[config.mk]
export PLATFORM = sky130hd
export DESIGN_NAME = memory_map_address_decoder
export DESIGN_NICKNAME = d
export VERILOG_FILES = /design/src/inc/memmap_pkg.sv /design/src/logic/memory_map_address_decoder.sv
export SDC_FILE = /design/constraint.sdc
export NUM_CORES = 1
export LEC_CHECK = 0
export BUFFER_PORTS_ARGS = -buffer_cell sky130_fd_sc_hd__clkbuf_2
export CAP_MARGIN = 20
export CELL_PAD_IN_SITES_DETAIL_PLACEMENT = 0
export CELL_PAD_IN_SITES_GLOBAL_PLACEMENT = 1
export CORE_UTILIZATION = 48
export DETAILED_ROUTE_END_ITERATION = 10
export HOLD_SLACK_MARGIN = 0.05
export MAX_ROUTING_LAYER = met4
export PLACE_DENSITY = 0.87
export REMOVE_ABC_BUFFERS = 1
export SYNTH_ARGS = -nofsm -noshare
export SYNTH_HDL_FRONTEND = slang
export SYNTH_SLANG_ARGS = --single-unit
[constraint.sdc]
create_clock -name mclk -period 2.3 [get_ports mclk]
set_input_delay 0.345 -clock mclk [delete_from_list [all_inputs] [get_ports mclk]]
set_output_delay 0.345 -clock mclk [all_outputs]
set_load 0.02 [all_outputs]
[src/inc/memmap_pkg.sv]
// constants and types for the memory map address decoder
// Function
// RULE1: decode a 16-bit address over a 64K-byte space
// RULE2: large variant maps 8K flash, 7680 bytes user space
// RULE3: small variant maps 4K flash, 4096 bytes user space
// RULE4: map a 384-byte read-write RAM region
// RULE5: reserve a 36-byte user vector region
// RULE6: map a 310-byte read-only monitor region
// RULE7: map a separate 544-byte read-only burn-in region
// RULE8: unimplemented access raises reset only when that reset is enabled
// RULE9: accessing party avoids reserved locations; results undefined
// RULE10: most registers decode in zero page 0x0000 to 0x003F
// RULE11: break status register decodes at 0xFE00
// RULE12: reset cause status register decodes at 0xFE01
// RULE13: break flag control register decodes at 0xFE03
// RULE14: flash control at 0xFE08, reserved flash test control at 0xFE07
// RULE15: break address high/low at 0xFE09/0xFE0A, status control 0xFE0B
// RULE16: supply monitor status register decodes at 0xFE0C
// RULE17: flash block protect register decodes at 0xFF7E
// RULE18: interrupt status overlaps break registers; overlap must be resolved
// RULE19: unimplemented port bits read zero, writes ignored
// RULE20: direction registers clear on reset; port data keeps contents
package memmap_pkg;
    localparam int ADDR_W = 16;
    localparam int DATA_W = 8;
    // region bases and sizes
    localparam logic [16:0] SPACE_SIZE = 17'h10000;
    localparam logic [15:0] ZPAGE_LAST = 16'h003F;
    localparam logic [15:0] RAM_BASE = 16'h0040;
    localparam logic [15:0] RAM_SIZE = 16'h0180;
    localparam logic [15:0] FLASH8_BASE = 16'hE000;
    localparam logic [15:0] FLASH8_USER = 16'h1E00;
    localparam logic [15:0] FLASH4_BASE = 16'hEE00;
    localparam logic [15:0] FLASH4_USER = 16'h1000;
    localparam logic [15:0] MON_BASE = 16'hFE20;
    localparam logic [15:0] MON_SIZE = 16'h0136;
    // burn-in sits just below the large flash so no two regions overlap
    localparam logic [15:0] BURN_BASE = 16'hDDE0;
    localparam logic [15:0] BURN_SIZE = 16'h0220;
    localparam logic [15:0] VEC_BASE = 16'hFFDC;
    localparam logic [15:0] VEC_SIZE = 16'h0024;
    // register addresses
    localparam logic [15:0] A_PORT_A = 16'h0000;
    localparam logic [15:0] A_PORT_B = 16'h0001;
    localparam logic [15:0] A_PORT_C = 16'h0002;
    localparam logic [15:0] A_PORT_D = 16'h0003;
    localparam logic [15:0] A_DIR_A = 16'h0004;
    localparam logic [15:0] A_DIR_B = 16'h0005;
    localparam logic [15:0] A_DIR_C = 16'h0006;
    localparam logic [15:0] A_DIR_D = 16'h0007;
    localparam logic [15:0] A_PORT_E = 16'h0008;
    localparam logic [15:0] A_BRK_STAT = 16'hFE00;
    localparam logic [15:0] A_RST_CAUSE = 16'hFE01;
    localparam logic [15:0] A_BRK_FLAG = 16'hFE03;
    localparam logic [15:0] A_FL_TEST = 16'hFE07;
    localparam logic [15:0] A_FL_CTRL = 16'hFE08;
    localparam logic [15:0] A_BRK_HIGH = 16'hFE09;
    localparam logic [15:0] A_BRK_LOW = 16'hFE0A;
    localparam logic [15:0] A_BRK_SC = 16'hFE0B;
    localparam logic [15:0] A_SUPPLY = 16'hFE0C;
    localparam logic [15:0] A_FL_PROT = 16'hFF7E;
    localparam logic [15:0] A_IAR_CTRL = 16'hFE0F;
    // implemented-bit masks
    localparam logic [7:0] M_PORT_A = 8'h0F;
    localparam logic [7:0] M_PORT_B = 8'h3F;
    localparam logic [7:0] M_PORT_C = 8'h03;
    localparam logic [7:0] M_PORT_D = 8'h7F;
    localparam logic [7:0] M_PORT_E = 8'h03;
    localparam logic [7:0] ZERO8 = 8'h00;
    localparam logic [7:0] IAR_EN_BIT = 8'h01;
    localparam logic [7:0] IAR_FLAG_BIT = 8'h80;
    localparam logic [7:0] IAR_MASK = 8'h81;

    typedef enum {
        RG_NONE, RG_ZPAGE, RG_RAM, RG_FLASH, RG_VEC, RG_MON, RG_BURN, RG_HREG
    } region_e;

    typedef struct packed {
        logic rd;
        logic wr;
        logic [15:0] addr;
        logic [7:0] wdata;
    } bus_req_s;

    typedef struct packed {
        logic sel_ram;
        logic sel_flash;
        logic sel_vec;
        logic sel_mon;
        logic sel_burn;
    } mem_sel_s;
endpackage

[src/logic/memory_map_address_decoder.sv]
// memory map address decoder with zero-page and high-page registers
//
// The strobed register port is this design's own decision.
`timescale 1ns/10ps
module memory_map_address_decoder #(
    parameter bit LARGE_FLASH = 1'b1,
    parameter logic [7:0] IAR_EN_RESET = 8'h01
) (
    // clock and reset
    input wire logic mclk,
    input wire logic arst_n,
    // register bus
    input wire memmap_pkg::bus_req_s req,
    output logic [7:0] rdata,
    // memory selects and illegal-address reset
    output memmap_pkg::mem_sel_s mem_sel,
    output logic illegal_reset,
    // register contents toward the modules that own them
    output logic [7:0] port_dir_a,
    output logic [7:0] port_dir_d,
    output logic [7:0] flash_ctrl,
    output logic [15:0] break_addr,
    // status from neighbouring modules
    input wire logic [7:0] break_status_in,
    input wire logic [7:0] reset_cause_in,
    input wire logic [7:0] supply_status_in,
    input wire logic [7:0] irq_status_in
);

    // ----------------------------------------------------------------
    // decode
    // ----------------------------------------------------------------
    function automatic logic in_range(logic [15:0] a, logic [15:0] b,
                                      logic [15:0] s);
        logic [16:0] lo;
        logic [16:0] hi;
        lo = {1'b0, b};
        hi = lo + {1'b0, s};
        return ({1'b0, a} >= lo) && ({1'b0, a} < hi);
    endfunction

    function automatic logic [7:0] masked(logic [7:0] v, logic [7:0] m);
        return v & m;
    endfunction

    memmap_pkg::region_e region;
    logic hreg_hit;
    logic zp_hit;
    logic implemented;

    always_comb begin
        hreg_hit = 1'b0;
        case (req.addr)
            memmap_pkg::A_BRK_STAT, memmap_pkg::A_RST_CAUSE,
            memmap_pkg::A_BRK_FLAG, memmap_pkg::A_FL_TEST,
            memmap_pkg::A_FL_CTRL, memmap_pkg::A_BRK_HIGH,
            memmap_pkg::A_BRK_LOW, memmap_pkg::A_BRK_SC,
            memmap_pkg::A_SUPPLY, memmap_pkg::A_FL_PROT,
            memmap_pkg::A_IAR_CTRL: hreg_hit = 1'b1; // RULE11
            default: hreg_hit = 1'b0;
        endcase
    end

    // zero page: only the listed slots are implemented here
    assign zp_hit = (req.addr <= memmap_pkg::ZPAGE_LAST) && // RULE10
                    (req.addr <= memmap_pkg::A_PORT_E);

    always_comb begin
        region = memmap_pkg::RG_NONE;
        if (req.addr <= memmap_pkg::ZPAGE_LAST) begin
            region = zp_hit ? memmap_pkg::RG_ZPAGE : memmap_pkg::RG_NONE;
        end else if (hreg_hit) begin
            region = memmap_pkg::RG_HREG;
        end else if (in_range(req.addr, memmap_pkg::RAM_BASE,
                              memmap_pkg::RAM_SIZE)) begin
            region = memmap_pkg::RG_RAM; // RULE4
        end else if (in_range(req.addr, memmap_pkg::VEC_BASE,
                              memmap_pkg::VEC_SIZE)) begin
            region = memmap_pkg::RG_VEC; // RULE5
        end else if (in_range(req.addr, memmap_pkg::MON_BASE,
                              memmap_pkg::MON_SIZE)) begin
            region = memmap_pkg::RG_MON; // RULE6
        end else if (in_range(req.addr, memmap_pkg::BURN_BASE,
                              memmap_pkg::BURN_SIZE)) begin
            region = memmap_pkg::RG_BURN; // RULE7
        end else if (LARGE_FLASH && in_range(req.addr,
                     memmap_pkg::FLASH8_BASE, memmap_pkg::FLASH8_USER)) begin
            region = memmap_pkg::RG_FLASH; // RULE2
        end else if (!LARGE_FLASH && in_range(req.addr,
                     memmap_pkg::FLASH4_BASE, memmap_pkg::FLASH4_USER)) begin
            region = memmap_pkg::RG_FLASH; // RULE3
        end else begin
            region = memmap_pkg::RG_NONE;
        end
    end

    // full 16-bit address; values that fall in no region decode to RG_NONE
    assign implemented = (region != memmap_pkg::RG_NONE); // RULE1

    // ----------------------------------------------------------------
    // memory selects, registered
    // ----------------------------------------------------------------
    logic acc;
    assign acc = req.rd | req.wr;

    always_ff @(posedge mclk or negedge arst_n) begin
        if (!arst_n) begin
            mem_sel <= '0;
        end else begin
            mem_sel.sel_ram <= acc && (region == memmap_pkg::RG_RAM);
            mem_sel.sel_flash <= acc && (region == memmap_pkg::RG_FLASH);
            mem_sel.sel_vec <= acc && (region == memmap_pkg::RG_VEC);
            // read-only regions select on reads only
            mem_sel.sel_mon <= req.rd && (region == memmap_pkg::RG_MON);
            mem_sel.sel_burn <= req.rd && (region == memmap_pkg::RG_BURN);
        end
    end

    // ----------------------------------------------------------------
    // illegal-address reset control
    // ----------------------------------------------------------------
    logic iar_en_r;
    logic iar_flag_r;
    logic illegal_hit;
    assign illegal_hit = acc && !implemented;

    always_ff @(posedge mclk or negedge arst_n) begin
        if (!arst_n) begin
            iar_en_r <= IAR_EN_RESET[0];
        end else if (req.wr && req.addr == memmap_pkg::A_IAR_CTRL) begin
            iar_en_r <= |(req.wdata & memmap_pkg::IAR_EN_BIT);
        end
    end

    // sticky cause flag; set wins over a clearing write
    always_ff @(posedge mclk or negedge arst_n) begin
        if (!arst_n) begin
            iar_flag_r <= 1'b0;
        end else if (illegal_hit && iar_en_r) begin
            iar_flag_r <= 1'b1;
        end else if (req.wr && req.addr == memmap_pkg::A_IAR_CTRL &&
                     |(req.wdata & memmap_pkg::IAR_FLAG_BIT)) begin
            iar_flag_r <= 1'b0;
        end
    end

    always_ff @(posedge mclk or negedge arst_n) begin
        if (!arst_n) begin
            illegal_reset <= 1'b0;
        end else begin
            illegal_reset <= illegal_hit && iar_en_r; // RULE8
        end
    end

    // ----------------------------------------------------------------
    // port data: kept through reset, so no reset term
    // ----------------------------------------------------------------
    logic [7:0] pa_r, pb_r, pc_r, pd_r, pe_r;

    always_ff @(posedge mclk) begin
        if (req.wr) begin
            case (req.addr)
                memmap_pkg::A_PORT_A:
                    pa_r <= masked(req.wdata, memmap_pkg::M_PORT_A); // RULE20
                memmap_pkg::A_PORT_B:
                    pb_r <= masked(req.wdata, memmap_pkg::M_PORT_B); // RULE19
                memmap_pkg::A_PORT_C:
                    pc_r <= masked(req.wdata, memmap_pkg::M_PORT_C);
                memmap_pkg::A_PORT_D:
                    pd_r <= masked(req.wdata, memmap_pkg::M_PORT_D);
                memmap_pkg::A_PORT_E:
                    pe_r <= masked(req.wdata, memmap_pkg::M_PORT_E);
                default: ;
            endcase
        end
    end

    // ----------------------------------------------------------------
    // direction registers, cleared on reset
    // ----------------------------------------------------------------
    logic [7:0] da_r, db_r, dc_r, dd_r;

    always_ff @(posedge mclk or negedge arst_n) begin
        if (!arst_n) begin
            da_r <= memmap_pkg::ZERO8; // RULE20
            db_r <= memmap_pkg::ZERO8;
            dc_r <= memmap_pkg::ZERO8;
            dd_r <= memmap_pkg::ZERO8;
        end else if (req.wr) begin
            case (req.addr)
                memmap_pkg::A_DIR_A:
                    da_r <= masked(req.wdata, memmap_pkg::M_PORT_A); // RULE19
                memmap_pkg::A_DIR_B:
                    db_r <= masked(req.wdata, memmap_pkg::M_PORT_B);
                memmap_pkg::A_DIR_C:
                    dc_r <= masked(req.wdata, memmap_pkg::M_PORT_C);
                memmap_pkg::A_DIR_D:
                    dd_r <= masked(req.wdata, memmap_pkg::M_PORT_D);
                default: ;
            endcase
        end
    end

    // ----------------------------------------------------------------
    // high-page writable registers
    // ----------------------------------------------------------------
    logic [7:0] brk_flag_r, fl_ctrl_r, brk_hi_r, brk_lo_r, brk_sc_r;
    logic [7:0] fl_prot_r;

    always_ff @(posedge mclk or negedge arst_n) begin
        if (!arst_n) begin
            brk_flag_r <= memmap_pkg::ZERO8;
            fl_ctrl_r <= memmap_pkg::ZERO8;
            brk_hi_r <= memmap_pkg::ZERO8;
            brk_lo_r <= memmap_pkg::ZERO8;
            brk_sc_r <= memmap_pkg::ZERO8;
            fl_prot_r <= memmap_pkg::ZERO8;
        end else if (req.wr) begin
            case (req.addr)
                memmap_pkg::A_BRK_FLAG: brk_flag_r <= req.wdata; // RULE13
                memmap_pkg::A_FL_CTRL: fl_ctrl_r <= req.wdata; // RULE14
                // overlap: writes always go to the break registers
                memmap_pkg::A_BRK_HIGH: brk_hi_r <= req.wdata; // RULE15
                memmap_pkg::A_BRK_LOW: brk_lo_r <= req.wdata; // RULE18
                memmap_pkg::A_BRK_SC: brk_sc_r <= req.wdata;
                memmap_pkg::A_FL_PROT: fl_prot_r <= req.wdata; // RULE17
                default: ;
            endcase
        end
    end

    always_ff @(posedge mclk or negedge arst_n) begin
        if (!arst_n) begin
            port_dir_a <= memmap_pkg::ZERO8;
            port_dir_d <= memmap_pkg::ZERO8;
            flash_ctrl <= memmap_pkg::ZERO8;
            break_addr <= '0;
        end else begin
            port_dir_a <= da_r;
            port_dir_d <= dd_r;
            flash_ctrl <= fl_ctrl_r;
            break_addr <= {brk_hi_r, brk_lo_r};
        end
    end

    // ----------------------------------------------------------------
    // read mux; reads at 0xFE09..0xFE0B return interrupt status when
    // the break status-control enable bit is clear (overlap resolution)
    // ----------------------------------------------------------------
    logic [7:0] rd_nxt;
    logic irq_view;
    assign irq_view = ~brk_sc_r[7];

    always_comb begin
        rd_nxt = memmap_pkg::ZERO8;
        case (req.addr)
            memmap_pkg::A_PORT_A: rd_nxt = masked(pa_r, memmap_pkg::M_PORT_A);
            memmap_pkg::A_PORT_B: rd_nxt = masked(pb_r, memmap_pkg::M_PORT_B);
            memmap_pkg::A_PORT_C: rd_nxt = masked(pc_r, memmap_pkg::M_PORT_C);
            memmap_pkg::A_PORT_D: rd_nxt = masked(pd_r, memmap_pkg::M_PORT_D);
            memmap_pkg::A_PORT_E: rd_nxt = masked(pe_r, memmap_pkg::M_PORT_E);
            memmap_pkg::A_DIR_A: rd_nxt = da_r;
            memmap_pkg::A_DIR_B: rd_nxt = db_r;
            memmap_pkg::A_DIR_C: rd_nxt = dc_r;
            memmap_pkg::A_DIR_D: rd_nxt = dd_r;
            memmap_pkg::A_BRK_STAT: rd_nxt = break_status_in; // RULE11
            memmap_pkg::A_RST_CAUSE: rd_nxt = reset_cause_in; // RULE12
            memmap_pkg::A_BRK_FLAG: rd_nxt = brk_flag_r;
            memmap_pkg::A_FL_TEST: rd_nxt = memmap_pkg::ZERO8; // RULE14
            memmap_pkg::A_FL_CTRL: rd_nxt = fl_ctrl_r;
            memmap_pkg::A_BRK_HIGH:
                rd_nxt = irq_view ? irq_status_in : brk_hi_r; // RULE18
            memmap_pkg::A_BRK_LOW:
                rd_nxt = irq_view ? irq_status_in : brk_lo_r;
            memmap_pkg::A_BRK_SC:
                rd_nxt = irq_view ? irq_status_in : brk_sc_r;
            memmap_pkg::A_SUPPLY: rd_nxt = supply_status_in; // RULE16
            memmap_pkg::A_FL_PROT: rd_nxt = fl_prot_r;
            memmap_pkg::A_IAR_CTRL:
                rd_nxt = {iar_flag_r, 6'h00, iar_en_r};
            default: rd_nxt = memmap_pkg::ZERO8;
        endcase
    end

    always_ff @(posedge mclk or negedge arst_n) begin
        if (!arst_n) begin
            rdata <= memmap_pkg::ZERO8;
        end else begin
            rdata <= req.rd ? rd_nxt : memmap_pkg::ZERO8;
        end
    end

    // ----------------------------------------------------------------
    // checks
    // ----------------------------------------------------------------
    property p_iar_fires;
        @(posedge mclk) disable iff (!arst_n)
        (acc && !implemented && iar_en_r) |=> illegal_reset;
    endproperty
    a_iar_fires: assert property (p_iar_fires) // RULE8
        else $error("illegal access did not raise reset");

    property p_iar_quiet;
        @(posedge mclk) disable iff (!arst_n)
        !iar_en_r |=> !illegal_reset;
    endproperty
    a_iar_quiet: assert property (p_iar_quiet) // RULE8
        else $error("reset raised while disabled");

    property p_ram_sel;
        @(posedge mclk) disable iff (!arst_n)
        (req.rd && req.addr == memmap_pkg::RAM_BASE) |=> mem_sel.sel_ram;
    endproperty
    a_ram_sel: assert property (p_ram_sel) // RULE4
        else $error("ram base not selected");

    property p_mon_ro;
        @(posedge mclk) disable iff (!arst_n)
        (req.wr && !req.rd) |=> !mem_sel.sel_mon && !mem_sel.sel_burn;
    endproperty
    a_mon_ro: assert property (p_mon_ro) // RULE6
        else $error("rom selected on write");

    property p_port_mask;
        @(posedge mclk) disable iff (!arst_n)
        (req.rd && req.addr == memmap_pkg::A_PORT_A) |=> rdata[7:4] == 4'h0;
    endproperty
    a_port_mask: assert property (p_port_mask) // RULE19
        else $error("unimplemented port bits read nonzero");

    property p_dir_rt;
        @(posedge mclk) disable iff (!arst_n)
        (req.wr && req.addr == memmap_pkg::A_DIR_D) ##1
        (req.rd && req.addr == memmap_pkg::A_DIR_D && !req.wr)
        |=> rdata == ($past(req.wdata, 2) & memmap_pkg::M_PORT_D);
    endproperty
    a_dir_rt: assert property (p_dir_rt) // RULE19
        else $error("direction readback mismatch");

    property p_fe01;
        @(posedge mclk) disable iff (!arst_n)
        (req.rd && req.addr == memmap_pkg::A_RST_CAUSE) |=>
        rdata == $past(reset_cause_in);
    endproperty
    a_fe01: assert property (p_fe01) // RULE12
        else $error("reset cause read wrong");

    property p_supply;
        @(posedge mclk) disable iff (!arst_n)
        (req.rd && req.addr == memmap_pkg::A_SUPPLY) |=>
        rdata == $past(supply_status_in);
    endproperty
    a_supply: assert property (p_supply) // RULE16
        else $error("supply status read wrong");

    property p_brk_addr;
        @(posedge mclk) disable iff (!arst_n)
        (req.wr && req.addr == memmap_pkg::A_BRK_HIGH) |-> ##2
        break_addr[15:8] == $past(req.wdata, 2);
    endproperty
    a_brk_addr: assert property (p_brk_addr) // RULE15
        else $error("break address high not loaded");

    property p_burn_sel;
        @(posedge mclk) disable iff (!arst_n)
        (req.rd && req.addr == memmap_pkg::BURN_BASE) |=> mem_sel.sel_burn;
    endproperty
    a_burn_sel: assert property (p_burn_sel) // RULE7
        else $error("burn-in base not selected");

    property p_vec_sel;
        @(posedge mclk) disable iff (!arst_n)
        (req.rd && req.addr == memmap_pkg::VEC_BASE) |=> mem_sel.sel_vec;
    endproperty
    a_vec_sel: assert property (p_vec_sel) // RULE5
        else $error("vector base not selected");

    property p_flag_set;
        @(posedge mclk) disable iff (!arst_n)
        (acc && !implemented && iar_en_r) |=> iar_flag_r;
    endproperty
    a_flag_set: assert property (p_flag_set) // RULE8
        else $error("illegal access did not set the cause flag");
endmodule

==> impl_metrics.csv <==
group,metric,value,unit
run_status,outcome,"finished clean",
critical_path,rrSetupSlack,610,ps
cells_and_area,drive_gt1_frac,0.446,
timing,fin_tns_setup,0,ps
global_route,grt_pass1_wl,29800,um
yosys,synth_edf_count,21,
critical_path,arrival,2340,ps
yosys,synth_compound_area_frac,0.110,
clocking,clockRootBuffer,"clkbuf_16",
die,dieWidth,115,um
timing,rsz0062_at_grt,"false",
die,core_area,12600,sq um
yosys,async_flop_share,0.849,
clocking,cts.sinks,139,
yosys,synthDistinctLibCells,63,
min_path,hp-start,"req[25]",
min_path,hold_class,"primary input to register",
yosys,yosysSeqAreaShare,0.582,
min_path,min_path_cells,2,
timing,finalSetupViolCount,0,
detailed_routing,wl_met1,8040,um
die,start_util,0.490,
yosys,synth_area_leader_cell,"dfrtp_1",
critical_path,cp_slowest_cell,"or4_4",
timing,worst_slew_pin_slew,577,ps
clocking,path_clk_slew,60,ps
global_route,grt_max_degree,43,
yosys,synth_xor_area_frac,0.00142,
clocking,clk_latency,430,ps
min_path,hold_path_end,"mem_sel[0]",
placed_design,detailedPlace.worstSlack,-79.4,ps
critical_path,end_kind,"register",
power_and_ir_drop,p_leak,3.88,nW
cells_and_area,nets,736,
critical_path,crit_path_frequent_cell,"or4_4",
global_route,antenna_found_initial,0,
detailed_routing,wl_met2,8790,um
global_route,grt_usage,0.322,
critical_path,startpoint,"req[13]",
cells_and_area,synthToLayoutAreaGrowth,30.5,%
yosys,synthMuxAreaShare,0.145,
yosys,synth_top_family_by_area,"multiplexers",
global_route,overflow,0,
yosys,synth_top_cell_area_share,0.475,
timing,fmax,0.504,GHz
detailed_routing,wl_met3,1430,um
timing,hold_viol,0,
placed_design,dp_cells,828,
run,drv_cap,0,
yosys,yosys_register_bits,139,
detailed_routing,wl_per_cell,22.1,um
yosys,syn_area,6160,sq um
critical_path,critPathMaxFanout,9,
detailed_routing,avgViaCountPerCell,5.92,
die,die-area,13300,sq um
detailed_routing,drc_errors,0,
yosys,synthAdderAreaFrac,0,
clocking,cts_buffer_depth,2,
yosys,synth_area_per_cell,12.5,sq um
critical_path,cp_cell_sequence,"clkbuf_2 -> or4_4 -> or4_4 -> nor2_2 -> a32oi_1 -> and3_1 -> a31oi_1",
clocking,cts_tree,"yes",
detailed_routing,first_pass_iters,6,
clocking,cts_buffers,17,
yosys,synth-warning-count,0,
detailed_routing,vias,5099,
critical_path,r2r-end,"rdata[0]",
power_and_ir_drop,finalPower,5.47,mW
timing,period_share,0.863,
critical_path,crit_path_start_kind,"primary input",
die,rows,41,
yosys,ys_top_cells_by_count,"117 x dfrtp_1, 74 x mux2_2, 34 x nand2_1",
yosys,ys.flop_type,"dfrtp_1",
yosys,syn_inst,492,
timing,max-slew-margin-rel,0.616,
critical_path,reg2reg_from,"brk_sc_r[7]",
timing,slew_violations,0,
clocking,cts_max_level,4,
cells_and_area,fin_cells,861,
critical_path,cpPeakStageDelay,610,ps
die,die_y,115,um
critical_path,rr_worst_depth,6,
cells_and_area,antenna_cells,0,
yosys,synth-simple-area-share,0.132,
detailed_routing,ant_nets,0,
clocking,cts_setup_buffers,0,
placed_design,gp_congestion,0.980,
detailed_routing,drt_iter0_markers,459,
timing,timing.final.ws_setup,314,ps
critical_path,required,2650,ps
cells_and_area,final_util,0.639,
detailed_routing,routed_wl,19100,um
power_and_ir_drop,ir_drop,0.000467,V
placed_design,io_buffers,108,
yosys,yosys.cell_count.top_type,"dfrtp_1",
placed_design,dp.final_hpwl,14200,um
die,io-pin-count,114,
timing,finalClockSkew,10.7,ps
critical_path,critPathKind,"primary input to register",
clocking,cts_resized,0,
timing,min_period,1990,ps
yosys,yosys-top-cells-area,"dfrtp_1 48%, mux2_2 14%, edfxtp_1 10%",
detailed_routing,maxUsedRoutingLayer,"met4",
global_route,grt_pass1_vias,5297,
power_and_ir_drop,cellPowerDensity,681,nW/um^2
## how the worst max path moves through the flow
stage,to,slack [ps],depth (start not counted)
after floorplan,fl_ctrl_r[0],-60,5
after global placement,rdata[1],-30,8
after detailed placement,rdata[5],-80,7
after CTS,rdata[5],360,7
after global routing,rdata[1],240,8
final,rdata[5],310,7
## registers in the layout, indices dropped and copies added (netlist names), 5 cells and up
| name | flops |
|---|---|
| port_dir_d | 7 |
| brk_hi_r | 8 |
| db_r | 6 |
| brk_sc_r | 8 |
| mem_sel | 5 |
| rdata | 8 |
| flash_ctrl | 8 |
| brk_lo_r | 8 |
| dd_r | 7 |
| brk_flag_r | 8 |
| break_addr | 16 |
| pb_r | 6 |
| pd_r | 7 |
| fl_ctrl_r | 8 |
| fl_prot_r | 8 |
## what timing repair did
item                                   4_1_cts  5_1_grt
hold buffers                                 1        0
setup endpoints to repair                    0        0
endpoints found under the hold margin       37        0
## worst max-delay path, delay by kind of cell
family / cells / cell delay [ps]
and+or+nand+nor: 4 / 1630
AOI/OAI and AO/OA: 2 / 250
buffers and inverters: 1 / 90
## layout by cell type, fill, tap and decap left out, types with 3 or more instances in the layout
| master | n |
|---|---|
| nand2b_1 | 4 |
| clkbuf_2 | 107 |
| a222oi_1 | 6 |
| conb_1 | 5 |
| edfxtp_1 | 21 |
| nor3_1 | 9 |
| o21ai_0 | 8 |
| clkbuf_1 | 3 |
| and2_1 | 6 |
| nand4_1 | 9 |
| a22o_1 | 7 |
| nand2_1 | 34 |
| a32o_1 | 5 |
| a22oi_1 | 9 |
| clkbuf_16 | 17 |
| o22ai_1 | 3 |
| a221oi_1 | 7 |
| mux2i_1 | 6 |
| nor2b_1 | 3 |
| mux2_2 | 74 |
| and2_0 | 3 |
| a21oi_1 | 8 |
| clkinv_2 | 4 |
| nor3b_1 | 4 |
| a32oi_1 | 5 |
| dfrtp_1 | 117 |
| a31oi_1 | 9 |
| buf_4 | 83 |
| or3_1 | 3 |
| and4_1 | 5 |
| nor2_1 | 22 |
| nand3_1 | 14 |
| and3_1 | 10 |
| buf_12 | 4 |
| nor4_1 | 7 |
## kinds of logic after synthesis
group	count (synthesis)
AO/OA/AOI/OAI	89
XOR/XNOR	1
buffers and inverters	35
flip-flops	139
multiplexers	80
other	1
AND/OR/NAND/NOR	147
## layer usage
layer / up-vias / track usage
met3: 59 / 0.0669
li1: 2236 / -
met1: 2520 / 0.415
met5: - / -
met2: 284 / 0.473
met4: 0 / 0.186
## area by class of cell
cell class / instances / area, sq um
Clock buffer: 21 / 450
Clock inverter: 11 / 120
Fill cell: 964 / 4530
Inverter: 1 / 3.75
Multi-Input combinational cell: 322 / 2410
Sequential cell: 139 / 3580
Tap cell: 172 / 215
Timing Repair Buffer: 195 / 1250
## stage by stage
step / hold WS, ps / instance area [sq um]
final: 183 / 8040
after global routing: 203 / 8040
after CTS: 171 / 8040
after detailed placement: 374 / 7460
after global placement: 364 / 7460
after floorplan: 49.4 / 6000
## where the power goes
| group | internal, mW | switching, mW | total (mW) |
|---|---|---|---|
| Sequential | 2.50 | 0.000707 | 2.50 |
| Combinational | 0.116 | 0.205 | 0.321 |
| Clock | 1.62 | 1.03 | 2.65 |
| Total | 4.24 | 1.24 | 5.47 |
Power figures use the tool's default switching activity.
